$ cat config.mk
export PLATFORM = sky130hd
export DESIGN_NAME = accel_spi_output_control
export DESIGN_NICKNAME = d
export VERILOG_FILES = /design/src/accel_spi_pkg.sv /design/src/accel_spi_output_control.sv /design/src/sample_fifo.sv /design/src/spi_frame_shifter.sv
export SDC_FILE = /design/constraint.sdc
export NUM_CORES = 1
export LEC_CHECK = 0
export ABC_AREA = 1
export BUFFER_PORTS_ARGS = -buffer_cell sky130_fd_sc_hd__buf_2
export CAP_MARGIN = 5
export CORE_ASPECT_RATIO = 1.5
export CORE_UTILIZATION = 60
export DETAILED_ROUTE_END_ITERATION = 8
export PLACE_DENSITY = 0.77
export SYNTH_ARGS = -nofsm -noshare
export SYNTH_HDL_FRONTEND = slang
export SYNTH_SLANG_ARGS = --single-unit
$ cat constraint.sdc
create_clock -name CLK -period 3.5 [get_ports CLK]
set_input_delay 0.525 -clock CLK [delete_from_list [all_inputs] [get_ports CLK]]
set_output_delay 0.525 -clock CLK [all_outputs]
set_load 0.01 [all_outputs]
$ cat src/accel_spi_pkg.sv
package accel_spi_pkg;
   localparam int FRAME_BITS = 16;
   localparam int SAMPLE_BITS = 14;
   localparam int HIGH_BITS = 10;
   localparam int LOW_BITS = 4;
   localparam int FIFO_DEPTH = 8;
   localparam int CLK_PERIOD_NS = 20;

   // Request word fields
   localparam int REQ_SENSOR_BIT = 13;
   localparam int REQ_OP_HI = 15;
   localparam int REQ_OP_LO = 14;
   localparam int REQ_TAG_MID = 12;
   localparam int REQ_CHAN_HI = 3;
   localparam int REQ_DATA_HI = 7;

   // Response word fields
   localparam int RSP_PARITY_BIT = 12;
   localparam int RSP_OP_LO = 13;
   localparam int RSP_ERR_PD_BIT = 3;
   localparam int RSP_ERR_HEAT_BIT = 2;
   localparam int RSP_FRAME_ERR_BIT = 2;
   localparam int RSP_REQ_ERR_BIT = 1;
   localparam int RSP_UNAVAIL_BIT = 0;

   localparam logic [1:0] OP_WRITE = 2'h1;
   localparam logic [1:0] OP_READ = 2'h2;
   localparam logic [1:0] STATUS_SAMPLE = 2'h1;
   localparam logic [1:0] STATUS_SELFTEST = 2'h2;
   localparam logic [1:0] STATUS_OTHER = 2'h3;
   localparam logic [1:0] EXCEPT_OTHER = 2'h2;
   localparam logic [15:0] RESP_AFTER_RESET = 16'h0E03;

   // Channel selector low bits
   localparam logic [1:0] SEL_X_LOW = 2'h0;
   localparam logic [1:0] SEL_Y_LOW = 2'h1;
   localparam logic [1:0] SEL_X_HIGH = 2'h2;
   localparam logic [1:0] SEL_Y_HIGH = 2'h3;

   // Control register layout
   localparam int CTRL_MODE_LO = 0;
   localparam int CTRL_MODE_HI = 1;
   localparam int CTRL_FRESET_BIT = 2;
   localparam int CTRL_FTEST_LO = 3;
   localparam int CTRL_FTEST_HI = 4;
   localparam logic [7:0] CTRL_RESET = 8'h00;

   typedef enum logic [1:0] {
      MODE_FREEZE_ALL = 2'b00,
      MODE_FREEZE_CHAN = 2'b01,
      MODE_FREEZE_HIGH = 2'b10,
      MODE_CONTINUOUS = 2'b11
   } update_mode_type;

   localparam logic [1:0] FTEST_NORMAL = 2'h0;
   localparam logic [1:0] FTEST_BYPASS = 2'h1;
endpackage

$ cat src/accel_spi_output_control.sv
`timescale 1ns/1ps
`default_nettype none
module accel_spi_output_control #(
   parameter int SAMPLE_W = accel_spi_pkg::SAMPLE_BITS,
   parameter int FIFO_D = accel_spi_pkg::FIFO_DEPTH
) (
   input wire logic CLK,
   input wire logic RESETN,
   input wire logic SCK,
   input wire logic FRAME_SELECT_N,
   input wire logic MOSI,
   output logic MISO,
   input wire logic [SAMPLE_W-1:0] X_SAMPLE,
   input wire logic [SAMPLE_W-1:0] Y_SAMPLE,
   input wire logic SAMPLE_VALID,
   output logic SAMPLE_READY,
   input wire logic POWERED_DOWN,
   input wire logic HEATER_LOOP_ERROR,
   input wire logic SELF_TEST_ACTIVE,
   output logic FILTER_RESET,
   output logic [1:0] FILTER_TEST_MODE
);
   import accel_spi_pkg::*;

   logic [FRAME_BITS-1:0] rx_word, resp_r, resp_nxt;
   logic frame_end, count_ok, miso_w;
   logic [7:0] ctrl_r, ctrl_nxt;
   logic [1:0] ftest_r;
   logic [SAMPLE_W-1:0] ch_x_r, ch_y_r;
   logic frz_x_r, frz_y_r, frz_x_nxt, frz_y_nxt;
   logic [3:0] seen_r, seen_nxt;
   logic [2*SAMPLE_W-1:0] fifo_out;
   logic fifo_valid, fifo_ready, fifo_in_ready;
   logic sensor_req, reg_write, reg_read, sample_read, ctrl_written;
   logic [1:0] req_op, chan;
   update_mode_type mode;

   spi_frame_shifter #(
      .FRAME_BITS(FRAME_BITS)
   ) shifter_i (
      .clk(CLK),
      .resetn(RESETN),
      .sck(SCK),
      .sel_n(FRAME_SELECT_N),
      .mosi(MOSI),
      .tx_word(resp_r),
      .miso(miso_w),
      .frame_end(frame_end),
      .rx_word(rx_word),
      .count_ok(count_ok)
   );

   assign MISO = miso_w;

   // Samples wait here while the output registers are frozen
   sample_fifo #(
      .WIDTH(2 * SAMPLE_W),
      .DEPTH(FIFO_D)
   ) fifo_i (
      .clk(CLK),
      .resetn(RESETN),
      .clear(ctrl_r[CTRL_FRESET_BIT]),
      .in_data({X_SAMPLE, Y_SAMPLE}),
      .in_valid(SAMPLE_VALID),
      .in_ready(fifo_in_ready),
      .out_data(fifo_out),
      .out_valid(fifo_valid),
      .out_ready(fifo_ready)
   );

   assign SAMPLE_READY = fifo_in_ready;

   // Request decode
   assign mode = update_mode_type'(ctrl_r[CTRL_MODE_HI:CTRL_MODE_LO]);
   assign sensor_req = rx_word[REQ_SENSOR_BIT];
   assign req_op = rx_word[REQ_OP_HI:REQ_OP_LO];
   assign chan = rx_word[1:0];
   assign sample_read = frame_end & count_ok & sensor_req;
   assign reg_write = frame_end & count_ok & ~sensor_req & (req_op == OP_WRITE);
   assign reg_read = frame_end & count_ok & ~sensor_req & (req_op == OP_READ);
   assign ctrl_written = reg_write;

   always_comb begin
      ctrl_nxt = ctrl_r;
      if (reg_write) begin
         ctrl_nxt = rx_word[REQ_DATA_HI:0];
      end
   end

   always_ff @(posedge CLK or negedge RESETN) begin
      if (!RESETN) begin
         ctrl_r <= CTRL_RESET;
      end else begin
         ctrl_r <= ctrl_nxt;
      end
   end

   assign FILTER_RESET = ctrl_r[CTRL_FRESET_BIT];

   // Only the defined test code reaches the filters; the rest run them normally
   always_ff @(posedge CLK or negedge RESETN) begin
      if (!RESETN) begin
         ftest_r <= FTEST_NORMAL;
      end else if (ctrl_r[CTRL_FTEST_HI:CTRL_FTEST_LO] == FTEST_BYPASS) begin
         ftest_r <= FTEST_BYPASS;
      end else begin
         ftest_r <= FTEST_NORMAL;
      end
   end

   assign FILTER_TEST_MODE = ftest_r;

   // Freeze bookkeeping; seen bits are indexed by the channel selector
   always_comb begin
      frz_x_nxt = frz_x_r;
      frz_y_nxt = frz_y_r;
      seen_nxt = seen_r;
      if (ctrl_written || ctrl_r[CTRL_FRESET_BIT]) begin
         frz_x_nxt = 1'b0;
         frz_y_nxt = 1'b0;
         seen_nxt = 4'h0;
      end else if (sample_read) begin
         unique case (mode)
            MODE_FREEZE_ALL: begin
               seen_nxt = seen_r | (4'h1 << chan);
               frz_x_nxt = 1'b1;
               frz_y_nxt = 1'b1;
               if (seen_nxt == 4'hF) begin
                  frz_x_nxt = 1'b0;
                  frz_y_nxt = 1'b0;
                  seen_nxt = 4'h0;
               end
            end
            MODE_FREEZE_CHAN: begin
               seen_nxt = seen_r | (4'h1 << chan);
               if (seen_nxt[SEL_X_LOW] && seen_nxt[SEL_X_HIGH]) begin
                  frz_x_nxt = 1'b0;
                  seen_nxt[SEL_X_LOW] = 1'b0;
                  seen_nxt[SEL_X_HIGH] = 1'b0;
               end else if (!chan[0]) begin
                  frz_x_nxt = 1'b1;
               end
               if (seen_nxt[SEL_Y_LOW] && seen_nxt[SEL_Y_HIGH]) begin
                  frz_y_nxt = 1'b0;
                  seen_nxt[SEL_Y_LOW] = 1'b0;
                  seen_nxt[SEL_Y_HIGH] = 1'b0;
               end else if (chan[0]) begin
                  frz_y_nxt = 1'b1;
               end
            end
            MODE_FREEZE_HIGH: begin
               // Low-byte reads leave the freeze untouched in this mode
               if (chan[1]) begin
                  seen_nxt = seen_r | (4'h1 << chan);
                  frz_x_nxt = 1'b1;
                  frz_y_nxt = 1'b1;
                  if (seen_nxt[SEL_X_HIGH] && seen_nxt[SEL_Y_HIGH]) begin
                     frz_x_nxt = 1'b0;
                     frz_y_nxt = 1'b0;
                     seen_nxt = 4'h0;
                  end
               end
            end
            MODE_CONTINUOUS: begin
               frz_x_nxt = 1'b0;
               frz_y_nxt = 1'b0;
               seen_nxt = 4'h0;
            end
         endcase
      end
   end

   always_ff @(posedge CLK or negedge RESETN) begin
      if (!RESETN) begin
         frz_x_r <= 1'b0;
         frz_y_r <= 1'b0;
         seen_r <= 4'h0;
      end else begin
         frz_x_r <= frz_x_nxt;
         frz_y_r <= frz_y_nxt;
         seen_r <= seen_nxt;
      end
   end

   // A half-frozen pair still drains, so the live axis keeps tracking
   assign fifo_ready = ~(frz_x_r & frz_y_r);

   always_ff @(posedge CLK or negedge RESETN) begin
      if (!RESETN) begin
         ch_x_r <= '0;
         ch_y_r <= '0;
      end else if (ctrl_r[CTRL_FRESET_BIT]) begin
         ch_x_r <= '0;
         ch_y_r <= '0;
      end else if (fifo_valid && fifo_ready) begin
         if (!frz_x_r) begin
            ch_x_r <= fifo_out[2*SAMPLE_W-1:SAMPLE_W];
         end
         if (!frz_y_r) begin
            ch_y_r <= fifo_out[SAMPLE_W-1:0];
         end
      end
   end

   // Response for this request, shifted out during the next frame
   function automatic logic [FRAME_BITS-1:0] with_parity(input logic [FRAME_BITS-1:0] w);
      logic [FRAME_BITS-1:0] r;
      r = w;
      r[RSP_PARITY_BIT] = 1'b0;
      r[RSP_PARITY_BIT] = ~^r;
      return r;
   endfunction

   always_comb begin
      logic [SAMPLE_W-1:0] sel_sample;
      logic [HIGH_BITS-1:0] payload;
      resp_nxt = '0;
      sel_sample = chan[0] ? ch_y_r : ch_x_r;
      payload = chan[1] ? sel_sample[SAMPLE_W-1:LOW_BITS]
                        : {{(HIGH_BITS - LOW_BITS){1'b0}}, sel_sample[LOW_BITS-1:0]};
      resp_nxt[11:10] = STATUS_OTHER;
      resp_nxt[9:8] = EXCEPT_OTHER;
      if (!count_ok) begin
         resp_nxt[RSP_FRAME_ERR_BIT] = 1'b1;
      end else if (sensor_req) begin
         resp_nxt[15:13] = {rx_word[REQ_TAG_MID], rx_word[REQ_OP_HI:REQ_OP_LO]};
         if (POWERED_DOWN || HEATER_LOOP_ERROR) begin
            resp_nxt[RSP_ERR_PD_BIT] = POWERED_DOWN;
            resp_nxt[RSP_ERR_HEAT_BIT] = HEATER_LOOP_ERROR;
         end else begin
            resp_nxt[11:10] = SELF_TEST_ACTIVE ? STATUS_SELFTEST : STATUS_SAMPLE;
            resp_nxt[9:0] = payload;
         end
      end else if (reg_write) begin
         resp_nxt[14:RSP_OP_LO] = req_op;
         resp_nxt[7:0] = rx_word[REQ_DATA_HI:0];
      end else if (reg_read) begin
         resp_nxt[14:RSP_OP_LO] = req_op;
         resp_nxt[7:0] = ctrl_r;
      end else begin
         resp_nxt[RSP_REQ_ERR_BIT] = 1'b1;
      end
      resp_nxt = with_parity(resp_nxt);
   end

   always_ff @(posedge CLK or negedge RESETN) begin
      if (!RESETN) begin
         resp_r <= RESP_AFTER_RESET;
      end else if (frame_end) begin
         resp_r <= resp_nxt;
      end
   end
endmodule // accel_spi_output_control
`default_nettype wire

$ cat src/sample_fifo.sv
`timescale 1ns/1ps
`default_nettype none
module sample_fifo #(
   parameter int WIDTH = 28,
   parameter int DEPTH = 8
) (
   input wire logic clk,
   input wire logic resetn,
   input wire logic clear,
   input wire logic [WIDTH-1:0] in_data,
   input wire logic in_valid,
   output logic in_ready,
   output logic [WIDTH-1:0] out_data,
   output logic out_valid,
   input wire logic out_ready
);
   localparam int AW = (DEPTH > 1) ? $clog2(DEPTH) : 1;
   localparam int CW = $clog2(DEPTH + 1);
   logic [WIDTH-1:0] mem_r [DEPTH];
   logic [AW-1:0] wr_r, rd_r;
   logic [CW-1:0] count_r, count_nxt;
   logic push, pop;

   assign push = in_valid & in_ready;
   assign pop = out_valid & out_ready;
   assign out_valid = (count_r != '0);
   assign out_data = mem_r[rd_r];

   always_comb begin
      count_nxt = count_r;
      if (clear) begin
         count_nxt = '0;
      end else if (push && !pop) begin
         count_nxt = count_r + CW'(1);
      end else if (pop && !push) begin
         count_nxt = count_r - CW'(1);
      end
   end

   always_ff @(posedge clk or negedge resetn) begin
      if (!resetn) begin
         count_r <= '0;
         in_ready <= 1'b1;
      end else begin
         count_r <= count_nxt;
         // Registered ready keeps the pin glitch free; it is exact because it uses the next count
         in_ready <= (count_nxt != CW'(DEPTH));
      end
   end

   always_ff @(posedge clk or negedge resetn) begin
      if (!resetn) begin
         wr_r <= '0;
         rd_r <= '0;
      end else if (clear) begin
         wr_r <= '0;
         rd_r <= '0;
      end else begin
         if (push) begin
            wr_r <= (wr_r == AW'(DEPTH - 1)) ? '0 : wr_r + AW'(1);
         end
         if (pop) begin
            rd_r <= (rd_r == AW'(DEPTH - 1)) ? '0 : rd_r + AW'(1);
         end
      end
   end

   always_ff @(posedge clk) begin
      if (push && !clear) begin
         mem_r[wr_r] <= in_data;
      end
   end
endmodule // sample_fifo
`default_nettype wire

$ cat src/spi_frame_shifter.sv
`timescale 1ns/1ps
`default_nettype none
module spi_frame_shifter #(
   parameter int FRAME_BITS = 16
) (
   input wire logic clk,
   input wire logic resetn,
   input wire logic sck,
   input wire logic sel_n,
   input wire logic mosi,
   input wire logic [FRAME_BITS-1:0] tx_word,
   output logic miso,
   output logic frame_end,
   output logic [FRAME_BITS-1:0] rx_word,
   output logic count_ok
);
   localparam int CW = $clog2(FRAME_BITS + 2);
   logic [1:0] sck_s, sel_s, mosi_s;
   logic sck_d, sel_d;
   logic [CW-1:0] cnt_r;
   logic [FRAME_BITS-1:0] tx_r;
   logic rise, fall, start, stop, active;

   always_ff @(posedge clk or negedge resetn) begin
      if (!resetn) begin
         sck_s <= 2'h0;
         sel_s <= 2'h3;
         mosi_s <= 2'h0;
         sck_d <= 1'b0;
         sel_d <= 1'b1;
      end else begin
         sck_s <= {sck_s[0], sck};
         sel_s <= {sel_s[0], sel_n};
         mosi_s <= {mosi_s[0], mosi};
         sck_d <= sck_s[1];
         sel_d <= sel_s[1];
      end
   end

   assign rise = sck_s[1] & ~sck_d;
   assign fall = ~sck_s[1] & sck_d;
   assign active = ~sel_s[1];
   assign start = ~sel_s[1] & sel_d;
   assign stop = sel_s[1] & ~sel_d;
   assign count_ok = (cnt_r == CW'(FRAME_BITS));
   assign miso = tx_r[FRAME_BITS-1];

   // Edge count saturates so a long burst can never wrap back to a legal count
   always_ff @(posedge clk or negedge resetn) begin
      if (!resetn) begin
         cnt_r <= '0;
      end else if (start) begin
         cnt_r <= '0;
      end else if (rise && active && cnt_r != CW'(FRAME_BITS + 1)) begin
         cnt_r <= cnt_r + CW'(1);
      end
   end

   always_ff @(posedge clk or negedge resetn) begin
      if (!resetn) begin
         rx_word <= '0;
      end else if (rise && active) begin
         rx_word <= {rx_word[FRAME_BITS-2:0], mosi_s[1]};
      end
   end

   always_ff @(posedge clk or negedge resetn) begin
      if (!resetn) begin
         tx_r <= '0;
      end else if (start) begin
         tx_r <= tx_word;
      end else if (fall && active) begin
         tx_r <= {tx_r[FRAME_BITS-2:0], 1'b0};
      end
   end

   always_ff @(posedge clk or negedge resetn) begin
      if (!resetn) begin
         frame_end <= 1'b0;
      end else begin
         frame_end <= stop;
      end
   end
endmodule // spi_frame_shifter
`default_nettype wire

# Word level (Yosys, flattened, before mapping)

Memory sizes are Yosys's and may differ from the RTL's.
Cells that the tools add are included.

Register bits after elaboration: 117
Bits in writable memories: 224
Output and inout bits: 5
Logic and storage cells: 158
Memories kept: 1

Memory list:

| memory       | depth | width | rd ports | clocked after memory_dff | write ports | RTL line          | text |
|---|---|---|---|---|---|---|---|
| fifo_i.mem_r | 8     | 28    | 1        | 0                        | 1           | sample_fifo.sv:19 | `logic [WIDTH-1:0] mem_r [DEPTH];` |

Add/subtract/negate cells: 5
Eq/ne operators: 17
Shift-type cells: 1
Mux-type cells: 65
Bitwise gates (word level): 19
Reductions and logical operators: 29

Operator list:

| cell                                                | number |
|---|---|
| two-way mux 14 bit                                  | 7 |
| two-way mux 4 bit                                   | 9 |
| two-way mux 16 bit                                  | 2 |
| two-way mux 8 bit                                   | 3 |
| two-way mux 1 bit                                   | 22 |
| two-way mux 3 bit                                   | 7 |
| one-hot mux 4 bit (4 select lines)                  | 1 |
| XNOR reduction 16 bit                               | 1 |
| two-way mux 2 bit                                   | 7 |
| AND 1 bit                                           | 12 |
| nonzero test 2 bit                                  | 6 |
| logical AND 1 bit                                   | 10 |
| two-way mux 10 bit                                  | 1 |
| two-way mux 5 bit                                   | 2 |
| two-way mux 9 bit                                   | 1 |
| != test 4 bit, second input constant                | 2 |
| one-hot mux 1 bit (4 select lines)                  | 2 |
| adder 3 x 1 -> 3 bit, second input constant         | 2 |
| equality test 2 x 1 -> 1 bit, second input constant | 3 |
| equality test 2 bit, second input constant          | 3 |
| equality test 3 bit, second input constant          | 2 |
| two-way mux 6 bit                                   | 1 |
| NOT 1 bit                                           | 6 |
| AND reduction 2 bit                                 | 3 |
| other kinds (16)                                    | 21 |

# Longest topological paths before layout

Word-level depth: 9
Mapped depth: 20

# Hierarchy

Synthesis repeated with hierarchy kept, for this count alone.

Cell total of the unflattened synthesis: 1422
Area total of the unflattened synthesis: 14709.1 µm²

Modules (own cells, without submodules):

| module                   | instances | cells an instance | area each (µm²) | sequential area each (µm²) |
|---|---|---|---|---|
| sample_fifo              | 1         | 726               | 9349.0          | 7003.0 |
| accel_spi_output_control | 1         | 464               | 3339.5          | 1482.7 |
| spi_frame_shifter        | 1         | 232               | 2020.7          | 1154.9 |

# Worst setup path before layout

No wires, ideal clock.

Kind: reg2reg
Start: register fifo_i.in_ready
End: memory fifo_i.mem_r[0][0] (enable)
Library setup time: 0.413 ns
Arrival: 2.152 ns
Required time: 3.087 ns
Setup slack: 0.935 ns
Stages on the path, launching flop included: 5
Buffers on the path: 0
Path through: dfstp_2 > nand2_1 > nor2_1 > nand2_1 > nor2_1

Longest elaborated chain between the ends: 4

RTL lines:

| element                                 | RTL line          | text |
|---|---|---|
| start: declaration                      | sample_fifo.sv:12 | `output logic in_ready,` |
| start signal: assignment                | sample_fifo.sv:47 | `in_ready <= (count_nxt != CW'(DEPTH));` |
| AND 1 bit                               | sample_fifo.sv:24 | `assign push = in_valid & in_ready;` |
| logical AND 1 bit                       | sample_fifo.sv:69 | `if (push && !clear) begin` |
| two-way mux 1 bit                       | sample_fifo.sv:69 |  |
| two-way mux 1 bit (implied by the code) | sample_fifo.sv:70 | `mem_r[wr_r] <= in_data;` |
| end: declaration                        | sample_fifo.sv:19 |  |

No other way between the ends.

# Final worst setup path

Start: register fifo_i.count_r[0]
End: register fifo_i.in_ready

Longest elaborated chain between the ends: 7
Elaborated cells between the ends (all ways): 11

RTL lines:

| element                                                                           | RTL line          | text |
|---|---|---|
| start: declaration                                                                | sample_fifo.sv:21 | `logic [CW-1:0] count_r, count_nxt;` |
| start signal: assignment                                                          | sample_fifo.sv:45 | `count_r <= count_nxt;` |
| parallel branches: the longest is 4 deep, another holds subtractor 4 x 1 -> 4 bit | --                |  |
| two-way mux 4 bit *                                                               | sample_fifo.sv:33 | `end else if (push && !pop) begin` |
| two-way mux 4 bit *                                                               | sample_fifo.sv:31 | `if (clear) begin` |
| via fifo_i.count_nxt[1]                                                           | sample_fifo.sv:21 |  |
| != test 4 bit *                                                                   | sample_fifo.sv:47 |  |

Mark *: on every way through the listed nets, which the timed path passes.
A chain may end at the register's enable or synchronous reset.

==> impl_metrics.py <==
metrics = {
    "die": {
        "die_y_um": 190,
        "start_util_pct": 61.3,
        "dieArea_um2": 24300,
        "rows": 68,
        "die_w_um": 128,
        "coreArea_um2": 23100,
        "num_io_pins": 42,
    },
    "clocking": {
        "postCtsSetupRepairBufs": 0,
        "ctsHoldBuffers": 0,
        "clk_pin_slew_ns": 0.06,
        "cts_tree": "built",
        "cts_buffers": 34,
        "cts_max_path_buffers": 3,
        "clock-sinks": 340,
        "cts.htree.levels": 2,
        "cts_resized": 0,
        "worstSkewPairLatency_ns": 0.52,
        "cts-root-buf": "clkbuf_16",
    },
    "final_layout": {
        "final_common_cell": "nand2_1",
        "layout.area.seq_um2": 9640,
        "final_cell_mix": "nand2_1 (225), edfxtp_1 (224), nor2_1 (179)",
        "multi_input_area_um2": 4010,
        "stdcell_area_um2": 15800,
        "final_layout_size_suffix_gt1_share_pct": 11.2,
        "nets": 1367,
        "syn2layout_area_growth_pct": 11.4,
        "finalNonFillerCells": 1661,
        "fill_cells": 1664,
    },
    "timing": {
        "slew_violations": 0,
        "setup_tns_ns": 0,
        "setup_viol": 0,
        "period_minus_slack_ns": 2.44,
        "worst-slew-pin-transition_ns": 1.07,
        "fin_crit_sh_pct": 69.7,
        "relSlewSlack_pct": 28.5,
        "hold_viol": 0,
        "setup_slack_ns": 1.06,
        "rsz0062_at_grt": "false",
        "fmax_mhz": 410,
        "skew_ns": 0.0231,
    },
    "yosys": {
        "netlist_top_cells_area": "edfxtp_1 (47%), dfrtp_1 (19%), nand2_1 (6.0%)",
        "synth_top_family_by_area": "simple AND/OR/NAND/NOR gates",
        "ys_ff_latch": 340,
        "synth_compound_area_share_pct": 12.8,
        "yosys.area_share.adder_pct": 0.882,
        "synth.net_count": 1340,
        "synth_simple_gate_area_share_pct": 14.3,
        "ys_seq_area_share_pct": 68.0,
        "synth.distinct_cells": 39,
        "syn_area_per_cell_um2": 11.0,
        "synth_cells": 1293,
        "yosysTopAreaCell": "edfxtp_1",
        "yosys_warnings": 0,
        "muxShareOfSynthArea_pct": 0.0794,
        "synthesis.area_um2": 14200,
        "synth_xor_area_share_pct": 0,
        "yosysTopAreaCellShare_pct": 47.4,
    },
    "routing": {
        "drc": 0,
        "dr_total_vias": 9804,
        "vias_per_cell": 5.90,
        "first_iter_violations": 761,
        "drt_first_pass_iters": 5,
        "wl_mm": 31.1,
        "drt-wirelength-per-cell_um": 18.7,
        "drtAntennaViolNets": 0,
    },
    "worst_setup_path": {
        "cp_max_fo": 15,
        "cp-end-kind": "flop",
        "path_class": "reg -> reg",
        "required_ns": 3.94,
        "worstPathArrival_ns": 2.88,
        "startpoint_type": "flop",
    },
    "run": {
        "max-cap-violations": 0,
    },
    "global_routing": {
        "grt_max_degree": 114,
        "grt_pass1_wl_mm": 48.7,
        "first_global_vias": 9406,
        "overflow": 0,
        "antenna_found_initial": 1,
        "grtUsageTotal_pct": 26.4,
    },
    "power": {
        "vdd.ir_drop.worst_v": 0.000572,
        "power_density_nw_per_um2": 721,
        "p_leak_nw": 6.16,
    },
    "placement": {
        "gp_congestion": 0.940,
        "dpl.hpwl_mm": 19.7,
        "placed_cell_area_um2": 14700,
        "dpl_worst_slack_ns": 1.08,
        "io_buffers": 40,
        "place_inst": 1599,
    },
    "run_status": {
        "outcome": "finished clean",
    },
    "min_path": {
        "hp-class": "in -> reg",
    },
}
-- worst paths after layout --
path / start / end / slack, ns / depth (start not counted)
worst max-delay path: fifo_i.count_r[0] / fifo_i.in_ready / 1.06 / 13
worst min-delay path: MOSI / shifter_i.mosi_s[0] / 0.13 / 1
worst max register to register: fifo_i.count_r[0] / fifo_i.in_ready / 1.06 / 13
worst min register to register: shifter_i.sel_s[0] / shifter_i.sel_s[1] / 0.36 / 0
max in group asynchronous: RESETN / resp_r[0] / 2.51 / 2
min in group asynchronous: RESETN / shifter_i.mosi_s[0] / 0.14 / 1
-- synthesized netlist by cell type --
| cell | count |
|---|---|
| ha_1 | 10 |
| inv_2 | 6 |
| a31oi_1 | 20 |
| edfxtp_1 | 224 |
| o21ai_1 | 1 |
| buf_4 | 4 |
| mux2_2 | 1 |
| and3_1 | 1 |
| a21o_1 | 1 |
| nand3_4 | 1 |
| o31ai_1 | 5 |
| o221ai_1 | 28 |
| nor3_4 | 1 |
| o211ai_1 | 29 |
| nor2_1 | 187 |
| inv_1 | 66 |
| nor3_1 | 4 |
| nor2_4 | 3 |
| o22ai_1 | 32 |
| nand2_2 | 3 |
| clkbuf_1 | 56 |
| a211oi_1 | 2 |
| buf_1 | 3 |
| nand3_1 | 60 |
| a21oi_1 | 17 |
| conb_1 | 1 |
| clkinv_1 | 2 |
| buf_2 | 3 |
| o21a_1 | 5 |
| a22oi_1 | 2 |
| nand2_1 | 225 |
| o21ai_0 | 164 |
| dfrtp_1 | 107 |
| dfstp_2 | 9 |
| nor4_1 | 1 |
| nor2_2 | 2 |
| nand3_2 | 3 |
| buf_6 | 2 |
| nand4_1 | 2 |
-- layout make-up --
class | count | area share [%]
multi-input cells | 811 | 25.4
clock buffers | 49 | 6.13
inverters | 74 | 1.76
well taps | 315 | 2.49
clock inverters | 12 | 0.744
flip-flops and latches | 340 | 61.0
diodes | 1 | 0.0158
repair buffers | 59 | 2.42
-- critical path, stage by stage, from the launching register on --
cell and delay (ns):
dfrtp_1 0.39, inv_1 0.10, ha_1 0.20, nand3_1 0.10
nand2_1 0.32, nand2_1 0.25, inv_1 0.10, nor2_1 0.23
inv_1 0.08, nand2_1 0.10, o21ai_0 0.08, a211oi_1 0.27
nor3_1 0.08, nand2_1 0.08
-- power breakdown --
group / switching (mW) / total [mW] / internal (mW)
combinational: 1.69 / 2.46 / 0.771
clock: 1.46 / 3.48 / 2.02
sequential: 0.438 / 5.45 / 5.01
-- kinds of logic (layout without fill, tap and decap cells) --
group                      Yosys count  count (layout)
buffers and inverters              142             194
AOI/OAI and AO/OA                  306             306
muxes                                1               1
adders and majority gates           10              10
and+or+nand+nor                    493             493
other                                1               2
DFF                                340             340
-- stage by stage --
stage | util, % | total power, mW | hold WS (ns)
floorplan | - | 7.03 | 0.229
global placement | 63.6 | 7.85 | 0.343
detailed placement | 63.6 | 7.95 | 0.342
CTS | 68.3 | 11.4 | 0.119
global route | 68.3 | 11.9 | 0.113
finish | 68.3 | 11.4 | 0.126
-- per-layer routing --
layer  global-route usage (%)  vias up  part of all wire, %  wire, um
li1                         -     4619                    -         -
met1                     32.8     4769                   39     12100
met2                     45.7      330                   51     15900
met3                     3.54       86                  5.9      1830
met4                     12.5        0                  4.0      1260
met5                        0        -                    0         0
-- registers in the layout (all words and copies together), names as in the netlist, 3 cells and up --
| signal | cells |
|---|---|
| seen_r | 4 |
| ctrl_r | 8 |
| fifo_i.wr_r | 3 |
| ch_y_r | 14 |
| shifter_i.cnt_r | 5 |
| shifter_i.rx_word | 16 |
| fifo_i.rd_r | 3 |
| ch_x_r | 14 |
| fifo_i.mem_r | 224 |
| fifo_i.count_r | 4 |
| resp_r | 16 |
| shifter_i.tx_r | 16 |
No activity file was read; power rests on OpenSTA's default activity.
